**config.mk**
```make
export PLATFORM = sky130hd
export DESIGN_NAME = ipc_core
export DESIGN_NICKNAME = d
export VERILOG_FILES = /design/src/core/ipc_pkg.sv /design/src/core/ipc_core.sv
export SDC_FILE = /design/constraint.sdc
export NUM_CORES = 1
export LEC_CHECK = 0
export BUFFER_PORTS_ARGS = -buffer_cell sky130_fd_sc_hd__buf_2
export CORE_ASPECT_RATIO = 0.8
export CORE_MARGIN = 2
export CORE_UTILIZATION = 30
export DETAILED_ROUTE_END_ITERATION = 12
export GPL_TIMING_DRIVEN = 0
export RECOVER_POWER = 100
export SLEW_MARGIN = 25
export SYNTH_ARGS = -nofsm -noshare
export SYNTH_HDL_FRONTEND = slang
export SYNTH_SLANG_ARGS = --single-unit
```
**constraint.sdc**
```tcl
create_clock -name clk_i -period 4.31 [get_ports clk_i]
set_clock_uncertainty 0.2 [all_clocks]
set_input_delay 0 -clock clk_i [delete_from_list [all_inputs] [get_ports clk_i]]
set_output_delay 0 -clock clk_i [all_outputs]
set_load 0.01 [all_outputs]
```
**src/core/ipc_pkg.sv**
```systemverilog
package ipc_pkg;
	// data bus field positions
	localparam int ROT_BIT = 7;
	localparam int SL_BIT = 6;
	localparam int EOI_BIT = 5;
	localparam int SEL_HI = 4;
	localparam int SEL_LO = 3;
	localparam int LVL_HI = 2;
	localparam int ESMM_BIT = 6;
	localparam int SMM_BIT = 5;
	localparam int RR_BIT = 1;
	localparam int RIS_BIT = 0;
	localparam logic [1:0] SEL_OP_COMMAND_TWO = 2'h0;
	localparam logic [1:0] SEL_OP_COMMAND_THREE = 2'h1;
	// call opcode released on the first pulse in single or master 8-bit mode
	localparam logic [7:0] CALL_OPCODE = 8'hCD;
	localparam logic [7:0] RESET_MASK = 8'h00;
	localparam logic [2:0] RESET_LOWEST = 3'h7;
	localparam logic [1:0] ACK_FIRST = 2'h0;
	localparam logic [1:0] ACK_SECOND = 2'h1;
	localparam logic [1:0] ACK_LAST_8BIT = 2'h2;
	// host spacing figures in ns, kept for reference by the bench
	localparam int ACK_GAP_NS = 625;
	localparam int CMD_GAP_NS = 500;
	localparam int CLK_NS = 10;
	localparam int ACK_GAP_CYC = (ACK_GAP_NS + CLK_NS - 1) / CLK_NS;
	localparam int CMD_GAP_CYC = (CMD_GAP_NS + CLK_NS - 1) / CLK_NS;

	typedef struct packed {
		logic [7:0] in_service_bits;
		logic [7:0] mask_bits;
		logic [2:0] lowest;
		logic rot_auto_end_of_interrupt;
		logic read_isr;
		logic special_mask;
		logic [1:0] ack_cnt;
		logic [2:0] ack_level;
		logic [7:0] dout;
		logic dout_en;
		logic [2:0] wr_s;
		logic [2:0] ack_s;
	} ipc_state_type;
endpackage

```
**src/core/ipc_core.sv**
```systemverilog
// How it works
// rotate non-specific clear: top bit, lowest priority
// rotate specific clear: named level lowest
// rotate-only word sets auto rotate flag
// all-zero word clears auto rotate flag
// rotate specific without clear: priority only
// 16-bit mode: float first, pointer next
// single 8-bit mode: drive every pulse
// 8-bit master: call first, float after
// slave: float first, address bytes after
// host waits 625 ns between sequences
// host waits 500 ns between commands
// non-specific clear hits highest in-service bit
// auto clear at last pulse trailing edge
// read select holds until next selection
// special mask spares masked in-service bits
// bits four-three pick command two or three
// high address write loads mask bits
`timescale 1ns/1ps
module ipc_core
	import ipc_pkg::*;
(
	input wire logic clk_i, // 100 MHz clock
	input wire logic nrst_i, // sync reset, low active
	input wire logic wr_n_i, // write strobe pin
	input wire logic ack_pulse_n_i, // acknowledge strobe pin
	input wire logic address_bit_zero_i, // address bit zero
	input wire logic [7:0] data_i, // data bus in
	input wire logic initialized_i, // init words done
	input wire logic mode16_i, // 16-bit processor mode
	input wire logic cascade_i, // cascaded system
	input wire logic master_i, // cascade master
	input wire logic auto_end_of_interrupt_i, // auto clear mode
	input wire logic [7:0] pending_request_bits_i, // pending requests
	input wire logic [7:0] vector_byte1_i, // first vector byte / pointer
	input wire logic [7:0] vector_byte2_i, // second vector byte
	input wire logic [2:0] ack_level_i, // level chosen for this ack
	input wire logic set_in_service_i, // mark ack_level_i in service
	output logic [7:0] data_o, // data bus out
	output logic data_oe_n_o, // low while driving
	output logic [7:0] in_service_bits_o, // in-service bits
	output logic [7:0] mask_bits_o, // mask bits
	output logic [7:0] status_o, // selected status read byte
	output logic [2:0] lowest_level_o, // lowest priority level
	output logic rot_auto_end_of_interrupt_o // auto rotate flag
);
	ipc_state_type state_reg, state_next;

	// highest-priority set bit scanning up from lowest+1
	function automatic logic [3:0] top_bit(input logic [7:0] bits, input logic [2:0] low);
		logic [3:0] r;
		logic [2:0] idx;
		r = 4'h8;
		for (int k = 7; k >= 0; k--)
		begin
			idx = 3'(low + 3'(k) + 3'h1);
			if (bits[idx])
				r = {1'b0, idx};
		end
		return r;
	endfunction

	logic wr_rise, ack_fall, ack_rise, last_pulse;
	logic [7:0] clearable;
	logic [3:0] top;
	logic [2:0] lvl;

	always_comb
	begin
		state_next = state_reg;
		// synchronisers: bit 0 is first stage, read only by the shift
		state_next.wr_s = {state_reg.wr_s[1:0], wr_n_i};
		state_next.ack_s = {state_reg.ack_s[1:0], ack_pulse_n_i};
		wr_rise = state_reg.wr_s[1] & ~state_reg.wr_s[2];
		ack_fall = ~state_reg.ack_s[1] & state_reg.ack_s[2];
		ack_rise = state_reg.ack_s[1] & ~state_reg.ack_s[2];
		// special mask protection
		clearable = state_reg.special_mask ? state_reg.in_service_bits & ~state_reg.mask_bits : state_reg.in_service_bits;
		// highest set bit
		top = top_bit(clearable, state_reg.lowest);
		lvl = data_i[LVL_HI:0];
		last_pulse = (mode16_i || !cascade_i || !master_i) ?
			(state_reg.ack_cnt == (mode16_i ? ACK_SECOND : ACK_LAST_8BIT)) :
			(state_reg.ack_cnt == ACK_LAST_8BIT);

		if (wr_rise)
		begin
			if (address_bit_zero_i)
			begin
				// mask load
				if (initialized_i)
					state_next.mask_bits = data_i;
			end
			// command select
			else if (data_i[SEL_HI:SEL_LO] == SEL_OP_COMMAND_TWO)
			begin
				unique case ({data_i[ROT_BIT], data_i[SL_BIT], data_i[EOI_BIT]})
					3'h1:
						// non-specific clear
						if (!top[3])
							state_next.in_service_bits[top[2:0]] = 1'b0;
					3'h3:
						if (clearable[lvl])
							state_next.in_service_bits[lvl] = 1'b0;
					3'h5:
						// clear and rotate
						if (!top[3])
						begin
							state_next.in_service_bits[top[2:0]] = 1'b0;
							state_next.lowest = top[2:0];
						end
					3'h7:
					begin
						// specific clear and rotate
						if (clearable[lvl])
							state_next.in_service_bits[lvl] = 1'b0;
						state_next.lowest = lvl;
					end
					3'h4:
						// set auto rotate
						state_next.rot_auto_end_of_interrupt = 1'b1;
					3'h0:
						// clear auto rotate
						state_next.rot_auto_end_of_interrupt = 1'b0;
					3'h6:
						// priority only
						state_next.lowest = lvl;
					3'h2:
						state_next.lowest = state_reg.lowest;
				endcase
			end
			else if (data_i[SEL_HI:SEL_LO] == SEL_OP_COMMAND_THREE)
			begin
				// selection persists
				if (data_i[RR_BIT])
					state_next.read_isr = data_i[RIS_BIT];
				if (data_i[ESMM_BIT])
					state_next.special_mask = data_i[SMM_BIT];
			end
		end

		if (ack_fall)
		begin
			state_next.ack_level = ack_level_i;
			state_next.dout_en = 1'b0;
			state_next.dout = 8'h00;
			if (mode16_i)
			begin
				// float then pointer
				if (state_reg.ack_cnt != ACK_FIRST)
				begin
					state_next.dout_en = 1'b1;
					state_next.dout = vector_byte1_i;
				end
			end
			else if (!cascade_i)
			begin
				// drive every pulse
				state_next.dout_en = 1'b1;
				state_next.dout = (state_reg.ack_cnt == ACK_FIRST) ? CALL_OPCODE :
					(state_reg.ack_cnt == ACK_SECOND) ? vector_byte1_i : vector_byte2_i;
			end
			else if (master_i)
			begin
				// call then float
				if (state_reg.ack_cnt == ACK_FIRST)
				begin
					state_next.dout_en = 1'b1;
					state_next.dout = CALL_OPCODE;
				end
			end
			else if (state_reg.ack_cnt != ACK_FIRST)
			begin
				// float then address bytes
				state_next.dout_en = 1'b1;
				state_next.dout = (state_reg.ack_cnt == ACK_SECOND) ?
					vector_byte1_i : vector_byte2_i;
			end
		end

		if (ack_rise)
		begin
			state_next.dout_en = 1'b0;
			state_next.ack_cnt = 2'(state_reg.ack_cnt + 2'h1);
			if (last_pulse)
			begin
				state_next.ack_cnt = ACK_FIRST;
				// auto clear at trailing edge; R10 host spacing assumed
				if (auto_end_of_interrupt_i && !top[3])
				begin
					state_next.in_service_bits[top[2:0]] = 1'b0;
					if (state_reg.rot_auto_end_of_interrupt)
						state_next.lowest = top[2:0];
				end
			end
		end

		// set placed after the clears so a new service mark beats a same-cycle clear
		if (set_in_service_i)
			state_next.in_service_bits[ack_level_i] = 1'b1;

		if (!nrst_i)
		begin
			state_next = '0;
			state_next.mask_bits = RESET_MASK;
			state_next.lowest = RESET_LOWEST;
			state_next.wr_s = 3'h7;
			state_next.ack_s = 3'h7;
		end
	end

	always_ff @(posedge clk_i)
	begin
		state_reg <= state_next;
	end

	assign data_o = state_reg.dout;
	assign data_oe_n_o = ~state_reg.dout_en;
	assign in_service_bits_o = state_reg.in_service_bits;
	assign mask_bits_o = state_reg.mask_bits;
	assign status_o = state_reg.read_isr ? state_reg.in_service_bits : pending_request_bits_i;
	assign lowest_level_o = state_reg.lowest;
	assign rot_auto_end_of_interrupt_o = state_reg.rot_auto_end_of_interrupt;
endmodule

```
== Word level (Yosys, flattened, before mapping) ==
Cells that the tools add are included.

* Add/sub/neg operators: 15
* Magnitude comparators: 14
* Eq/ne operators: 10
* Mux-type cells: 70
* Bitwise operators: 18
* Reductions and logical operators: 22

{| class="wikitable"
|+ Operators with widths
! operator !! number
|-
| $mux W8 || 14
|-
| $mux W9 || 6
|-
| $lt A3 B4 Y1 const B || 11
|-
| $mux W4 || 9
|-
| $and A8 B8 Y8 || 4
|-
| $bmux W1 S3 || 9
|-
| $add A3 B1 Y3 const B || 8
|-
| $not A8 Y8 || 3
|-
| $mux W22 || 1
|-
| $pmux W8 S2 || 1
|-
| $mux W1 || 15
|-
| $mux W3 || 5
|-
| $add A3 B3 Y3 const B || 4
|-
| $eq A3 B3 Y1 const B || 4
|-
| $reduce_and A5 Y1 || 2
|-
| $demux W1 S3 || 3
|-
| $ge A3 B1 Y1 const B || 3
|-
| $mux W2 || 4
|-
| $or A8 B8 Y8 || 1
|-
| $reduce_or A2 Y1 || 4
|-
| $not A1 Y1 || 7
|-
| $add A3 B2 Y3 const B || 2
|-
| $mux W6 || 1
|-
| $pmux W3 S2 || 1
|-
| 16 further kinds || 27
|}

* Bits in registers: 39
* Input bits: 46
* Output and inout bits: 37
* Word-level logic and storage cells: 160

== Logic depth before layout (Yosys ltp) ==
Gate-level depths: netlist (run 1).

* Depth after elaboration: 30
* Depth in mapped cells: 13
* Mapped depth without buffers: 10

== Least setup slack after synthesis (run 1) ==
Ideal clock, no wire load.

* Path kind: reg-to-reg
* Start point: register state_reg (netlist bit lowest_level_o[1])
* End point: register state_reg (netlist bit in_service_bits_o[7])
* Arrival time: 3.254 ns
* Data required time: 3.994 ns
* Slack: 0.740 ns
* Stages on the path, launching flop included: 12
* Path buffers: 2
* Period minus slack after synthesis: 3.570 ns
* Path through: dfxtp_1 clkbuf_1 inv_1 ha_1 clkbuf_1 clkinv_1 mux4_2 a211o_1 a311o_1 a31oi_4 a41oi_1 a31o_1

* Longest elaborated chain between the ends: 29
* Elaborated cells on any way between the ends: 58
* Those cells by class: add/sub (14); order compare (2); mux (35); bitwise (4); reduce/logical (3)

{| class="wikitable"
|+ Ends and longest elaborated chain
! item !! RTL line !! source
|-
| start, declared || ipc_core.sv:47 || <nowiki>ipc_state_type state_reg, state_next;</nowiki>
|-
| start signal, assigned || ipc_core.sv:214 || <nowiki>state_reg <= state_next;</nowiki>
|-
| $add A3 B3 Y3 || ipc_core.sv:56 || <nowiki>idx = 3'(low + 3'(k) + 3'h1);</nowiki>
|-
| $add A3 B1 Y3 || ipc_core.sv:56 ||
|-
| $bmux W1 S3 || ipc_core.sv:57 || <nowiki>if (bits[idx])</nowiki>
|-
| $mux W1 (not written as such) || ipc_core.sv:57 ||
|-
| $mux W4 (7 in a row) || ipc_core.sv:57 ||
|-
| $mux W4 * || ipc_core.sv:57 ||
|-
| $lt A3 B4 Y1 (not written as such) or $ge A3 B1 Y1 (tied branches) || ipc_core.sv:101, ipc_core.sv:109, ipc_core.sv:191 ||
|-
| $logic_and A1 B1 Y1 (not written as such) || ipc_core.sv:101, ipc_core.sv:109, ipc_core.sv:191 ||
|-
| (+7 left out) || n/a ||
|-
| $mux W8 || ipc_core.sv:88 || <nowiki>if (address_bit_zero_i)</nowiki>
|-
| $mux W22 || ipc_core.sv:86 || <nowiki>if (wr_rise)</nowiki>
|-
| $and A8 B8 Y8 (no source line) || n/a ||
|-
| $mux W8 || ipc_core.sv:189 || <nowiki>if (auto_end_of_interrupt_i && !top[3])</nowiki>
|-
| $mux W8 || ipc_core.sv:185 || <nowiki>if (last_pulse)</nowiki>
|-
| $mux W8 * || ipc_core.sv:181 || <nowiki>if (ack_rise)</nowiki>
|-
| $or A8 B8 Y8 (no source line) || n/a ||
|-
| $mux W8 * || ipc_core.sv:199 || <nowiki>if (set_in_service_i)</nowiki>
|}

Mark *: on every way between the ends. The rest lies on a longest branch, timed or not. The select of a mux whose other input is x is not followed.
A chain may end at the register's enable or synchronous reset.

== Final worst setup path (run 1) ==
* Start point: register state_reg (netlist bit lowest_level_o[0])
* End point: register state_reg (netlist bit in_service_bits_o[7])

Same word-level chain as after synthesis.

==> results of run 1 <==
tightest hold or removal path, cell delays in order:
cell	delay [ns]
buf_2	0.10
a21oi_1	0.13
nor2_1	0.05
a21oi_1	0.11
a211oi_1	0.07
cells by family after synthesis:
kind of cell / share of synthesized area, %
mux: 14.2
buf+inv: 10.7
simple gates: 20.4
compound gates: 27.5
fa+ha+maj: 1.87
xor+xnor: 2.06
flops: 23.4
cell usage after synthesis, types with 8 or more instances:
cell	number
clkbuf_1	15
inv_1	11
nand2_1	47
mux2i_1	18
dfxtp_1	39
a21o_1	11
mux2_2	16
nor2_1	42
nor3_1	8
a211oi_1	12
a21oi_1	43
nand3_1	15
buf_4	27
nand2b_1	9
o21ai_0	10
cell type report:
cell class	instances	area (um2)	area share (%)
multi-input combinational	330	2200	51.1
sequential	39	781	18.1
timing repair buffer	107	651	15.1
buffer	49	309	7.16
tap	144	180	4.18
clock buffer	7	133	3.07
inverter	13	52.6	1.22
clock inverter	1	5.00	0.116
per-layer routing:
metal | vias up | routed length (um) | global-route usage (%)
met3 | 14 | 926 | 3.27
met4 | 0 | 175 | 3.98
li1 | 1786 | - | -
met1 | 1745 | 5240 | 27.1
met2 | 177 | 4480 | 26.4
met5 | - | 0 | 0
power breakdown:
part | leakage, uW | internal, uW | switching, uW
clock network | 0.0000679 | 214 | 141
logic | 0.00142 | 293 | 423
registers | 0.000318 | 383 | 30.5
total | 0.00181 | 890 | 595
how the worst max path moves through the flow:
stage,slack [ns],start,to
final,0.25,lowest_level_o[0],in_service_bits_o[7]
after global routing,0.02,lowest_level_o[0],in_service_bits_o[7]
after CTS,0.12,lowest_level_o[1],in_service_bits_o[7]
after detailed placement,0.13,lowest_level_o[1],in_service_bits_o[7]
after global placement,0.10,lowest_level_o[1],in_service_bits_o[7]
after floorplan,0.74,lowest_level_o[1],in_service_bits_o[7]
through the flow:
stage	setup slack [ns]	total power [uW]	util (%)
6_report	0.245	1480	39.8
5_1_grt	0.0227	1560	39.8
4_1_cts	0.125	1480	40.0
3_5_place_dp	0.133	1100	36.1
3_3_place_gp	0.104	1100	36.1
2_1_floorplan	0.740	912	-
repair_timing:
| item | CTS | global route |
|---|---|---|
| gates resized for setup | 0 | 4 |
| endpoints found under the setup margin | 0 | 10 |
| hold buffers | 28 | 0 |
| setup buffers | 0 | 0 |
| hold endpoints to repair | 28 | 0 |
==> reports/qor.txt, run 1 <==
status = completed
IR drop worst, VDD = 182 uV
clk sinks = 39
Area contributors post-synth = dfxtp_1 23%, a21oi_1 6.4%, buf_4 6.1%, mux2i_1 5.4%, mux2_2 5.4%
DP Area = 3920 um2
critical path arrival = 4.04 ns
layout net count = 596
die width = 122 um
clk slew on worst S/H paths = 0.06 ns
EDFF count, synth = 0
Mapped Nets = 482
synthesized area = 3340 um2
Layout area overhead = 29.2%
H-tree depth = 2
Pre-Repair DR Iteration Count = 5
RSZ-0062 raised after global routing = no
antenna cell count = 0
clock tree root driver cell = clkbuf_16
area share of the largest cell type after synthesis = 23.4%
startpoint types = flip-flop
commonest non-fill, non-tap cell in the layout = buf_2
Die H = 98.4 um
Final Hold Fails = 0
Worst R2R Setup Slack = 0.25 ns
PD cells = 344 nW/um2
DPL Wire Length = 8320 um
Initial Utilization = 30.8%
clock latency on the worst-skew pair = 0.28 ns
initial antenna violation count = 0
Slew HR = 31.7%
final-report setup violation count = 0
leak pwr = 0.00181 uW
hold crit path type = in2reg
Detailed Route WL = 10800 um
worst r2r path cells = 12
cell taking the most area after synthesis = dfxtp_1
WHS Path Cells = 5
max reg flops = 11
sequential fraction of the synthesis area = 23.4%
CP endpoint kind = flip-flop
CTS Buf Count = 5
core area = 10800 um2
post-DR vias/cell = 5.39
# fillers = 1116
TNS Setup = 0 ns
first-pass GRT wire length = 17300 um
reg-to-reg startpoint = lowest_level_o[0]
commonest non-fill, non-tap cells in the layout = 62 x buf_2, 47 x nand2_1, 43 x a21oi_1, 42 x nor2_1, 39 x dfxtp_1
Peak Freq = 246 MHz
num rows = 34
# DRC = 0
Iter 0 DRT Violations = 309
delay-heaviest family, CP = compound AO/OA/AOI/OAI gates
flip-flop and latch count after synthesis = 39
Syn Inst Count = 431
CP Cell Sequence = buf_6, buf_8, inv_1, ha_1, clkbuf_1, clkinvlp_4, mux4_2, a211o_1, a311o_1, a31oi_4, a41oi_1, a31o_1
via count = 3722
final RePlAce weighted congestion = 0.934
max cap viols = 0
post-route minimum period = 4.06 ns
non-filler cells in the finished layout = 690
Hold Path Sink = data_o[7]
fin area = 4320 um2
layout cells sized above 1 = 23.3%
worst path bufs/invs = 5
YS warnings = 0
Post-synth ARST share = 0%
Top FF cell, synth = dfxtp_1
Hold Path Origin = vector_byte2_i[7]
CTS tree = yes
fin. max-slew vios = 0
WL per Instance = 15.7 um
GRT Residual Overflow = 0
CP peak stage delay = 0.56 ns
critical path depth in cells = 12
CP max stage cell = mux4_2
Hold Slack = 0.0199 ns
GRT Resource Usage Total = 18.0%
Ports = 83
largest net degree at the start of global routing = 12
Post-DRT Antenna Nets = 0
WS Path Type = reg2reg
Slew @ Worst Pin = 0.998 ns
die area = 12000 um2
reg2reg end = in_service_bits_o[7]
Netlist cell types = 65
Placed Cells incl. Taps = 654
CP Max Fanout = 10
Avg Inst Size Synth = 7.75 um2
WP data required = 4.28 ns
Port Buffers = 79
vias in the first global route = 3356
post-route clock period utilization = 94.3%
Clock Path Buffers = 2
Power figures use the tool's default switching activity.
==> run 2, diff against run 1 <==
--- a/config.mk
+++ b/config.mk
@@ -7,7 +7,6 @@
 export LEC_CHECK = 0
 export BUFFER_PORTS_ARGS = -buffer_cell sky130_fd_sc_hd__buf_2
 export CORE_ASPECT_RATIO = 0.8
-export CORE_MARGIN = 2
 export CORE_UTILIZATION = 30
 export DETAILED_ROUTE_END_ITERATION = 12
 export GPL_TIMING_DRIVEN = 0
==> constraint.sdc (replaced) <==
create_clock -name clk_i -period 4.1 [get_ports clk_i]
set_clock_uncertainty 0.2 [all_clocks]
set_input_delay 0 -clock clk_i [delete_from_list [all_inputs] [get_ports clk_i]]
set_output_delay 0 -clock clk_i [all_outputs]
set_load 0.01 [all_outputs]
==> run 2 against run 1 <==
  * Clock power is 5% higher
  * Critical endpoint is now in_service_bits_o[4]
  * Utilization hardly changed
  * Global-route usage is 1.6 points higher
  * Non-clock buffer count is 1 lower
  * Final area is 0.12% higher
  * Sequential power is 6.3% higher
  * First-iteration DRC count is 18% lower
  * Sequential cell count stayed put
  * Highest routed layer unchanged
  * Combinational power is 6.4% higher
  * Register-to-register slack better by 0.03 ns
==> reports/qor.txt, run 2 (same netlist as run 1, synthesis figures left out) <==
status = completed
clock tree root driver cell = clkbuf_16
# fillers = 1120 (+0.36%)
Combinational Power Share = 48.4% (about the same)
WL per Instance = 15.9 um (+1.1%)
GRT Resource Usage Total = 19.6% (+1.6 points)
critical path arrival = 3.80 ns (-0.24 ns)
Slew HR = 43.3% (+12 points)
post-DR vias/cell = 5.35 (-0.88%)
Layout area overhead = 29.3%
num rows = 34 (unchanged)
worst r2r path cells = 11 (-1)
post-route clock period utilization = 93.4% (-0.96 points)
final RePlAce weighted congestion = 0.924 (-1.1%)
CTS Buf Count = 5 (unchanged)
RSZ-0062 raised after global routing = no
DPL Wire Length = 8290 um (-0.36%)
Iter 0 DRT Violations = 254 (-18%)
WS Path Type = reg2reg
layout net count = 595 (-0.17%)
commonest non-fill, non-tap cells in the layout = 62 x buf_2, 47 x nand2_1, 43 x a21oi_1, 42 x nor2_1, 38 x dfxtp_1
commonest non-fill, non-tap cell in the layout = buf_2
die area = 11600 um2 (-3.6%)
post-route minimum period = 3.83 ns (-0.237 ns)
clock latency on the worst-skew pair = 0.28 ns (about the same)
max reg flops = 11 (unchanged)
startpoint types = flip-flop
vias in the first global route = 3465 (+3.2%)
final-report setup violation count = 0 (unchanged)
Clock Path Buffers = 2 (unchanged)
CP Max Fanout = 10 (unchanged)
antenna cell count = 0 (unchanged)
leak pwr = 0.00181 uW (about the same)
PD cells = 365 nW/um2 (+6.0%)
CTS tree = yes
Post-DRT Antenna Nets = 0 (unchanged)
max cap viols = 0 (unchanged)
clk sinks = 39 (unchanged)
Sw Ratio = 40.2% (+0.18 points)
core area = 10800 um2 (unchanged)
GRT Residual Overflow = 0 (unchanged)
Placed Cells incl. Taps = 654 (unchanged)
first-pass GRT wire length = 17600 um (+2.0%)
non-filler cells in the finished layout = 689 (-0.14%)
WP data required = 4.07 ns (-0.21 ns)
initial antenna violation count = 0 (unchanged)
clk slew on worst S/H paths = 0.06 ns (about the same)
Internal = 941 uW (+5.8%)
WHS Path Cells = 5 (unchanged)
Final Hold Fails = 0 (unchanged)
die width = 120 um (-1.6%)
IR drop worst, VDD = 177 uV (-2.7%)
largest net degree at the start of global routing = 12 (unchanged)
via count = 3684 (-1.0%)
Detailed Route WL = 10900 um (+0.95%)
H-tree depth = 2 (unchanged)
fin. max-slew vios = 0 (unchanged)
Ports = 83 (unchanged)
Pre-Repair DR Iteration Count = 5 (unchanged)
Slew @ Worst Pin = 0.829 ns (-0.169 ns)
register share of total power = 27.9% (about the same)
layout cells sized above 1 = 23.9% (+0.59 points)
Pwr Total = 1570 uW (+6.1%)
Die H = 96.4 um (-2.0%)
hold crit path type = in2reg
P_sw = 634 uW (+6.6%)
Initial Utilization = 30.8% (unchanged)
Port Buffers = 79 (unchanged)
# DRC = 0 (unchanged)
clock share of power = 23.7% (-0.2 points)
Peak Freq = 261 MHz (+6.2%)
CP endpoint kind = flip-flop
==> run 2: metal layers <==
layer / global-route usage, % / up-vias / wire (um)
li1: - / 1788 / -
met2: 30.9 / 157 / 4640
met5: 0 / - / 0
met3: 3.40 / 16 / 923
met1: 27.2 / 1723 / 5220
met4: 5.63 / 0 / 147
==> run 2: worst paths after layout <==
path         slack (ns)               from              endpoint
max reg2reg        0.27  lowest_level_o[0]  in_service_bits_o[4]
min                0.03  vector_byte2_i[3]             data_o[3]
min reg2reg        0.21       state_reg[3]          state_reg[4]
max                0.27  lowest_level_o[0]  in_service_bits_o[4]
==> run 2: timing repair <==
item / in CTS / in global routing
hold buffers: 28 / 0
endpoints found under the setup margin: 7 / 11
hold endpoints to repair: 28 / 0
gates resized for setup: 2 / 5
setup buffers: 0 / 0
pin swaps: 0 / 1
==> run 2: worst max-delay path, stage by stage (launching register included) <==
cell      delay, ns
dfxtp_2        0.41
buf_6          0.18
buf_8          0.18
inv_1          0.13
ha_2           0.46
xor2_2         0.22
mux4_2         0.62
a21boi_1       0.24
o211a_1        0.24
a21oi_4        0.09
or4_1          0.55
o22a_1         0.19
==> run 2: cell type report <==
| cell class | instances | area (um2) | area share, % |
|---|---|---|---|
| Clock inverter | 1 | 5.00 | 0.116 |
| Tap cell | 144 | 180 | 4.17 |
| Buffer | 48 | 307 | 7.10 |
| Inverter | 13 | 50.0 | 1.16 |
| Timing Repair Buffer | 107 | 651 | 15.1 |
| Clock buffer | 7 | 133 | 3.07 |
| Sequential cell | 39 | 782 | 18.1 |
| Multi-Input combinational cell | 330 | 2210 | 51.2 |
==> run 2: per-stage QoR <==
step	util (%)	TNS, ns	hold WS, ns	cell area, um2	setup WS (ns)
6_report	39.8	0	0.0319	4320	0.272
5_1_grt	39.8	0	0.0746	4320	0.104
4_1_cts	40.0	0	0.0426	4340	0.0250
3_5_place_dp	36.1	-0.468	-0.0159	3920	-0.153
3_3_place_gp	36.1	-1.30	-0.0194	3920	-0.256
2_1_floorplan	-	0	-0.0985	3340	0.530
==> run 2: power by group through the flow <==
| stage | Sequential [uW] | Clock (uW) | Combinational, uW |
|---|---|---|---|
| floorplan | 428 | 0 | 531 |
| global placement | 444 | 0 | 718 |
| detailed placement | 446 | 0 | 721 |
| CTS | 437 | 378 | 746 |
| global route | 441 | 402 | 831 |
| finish | 439 | 374 | 762 |
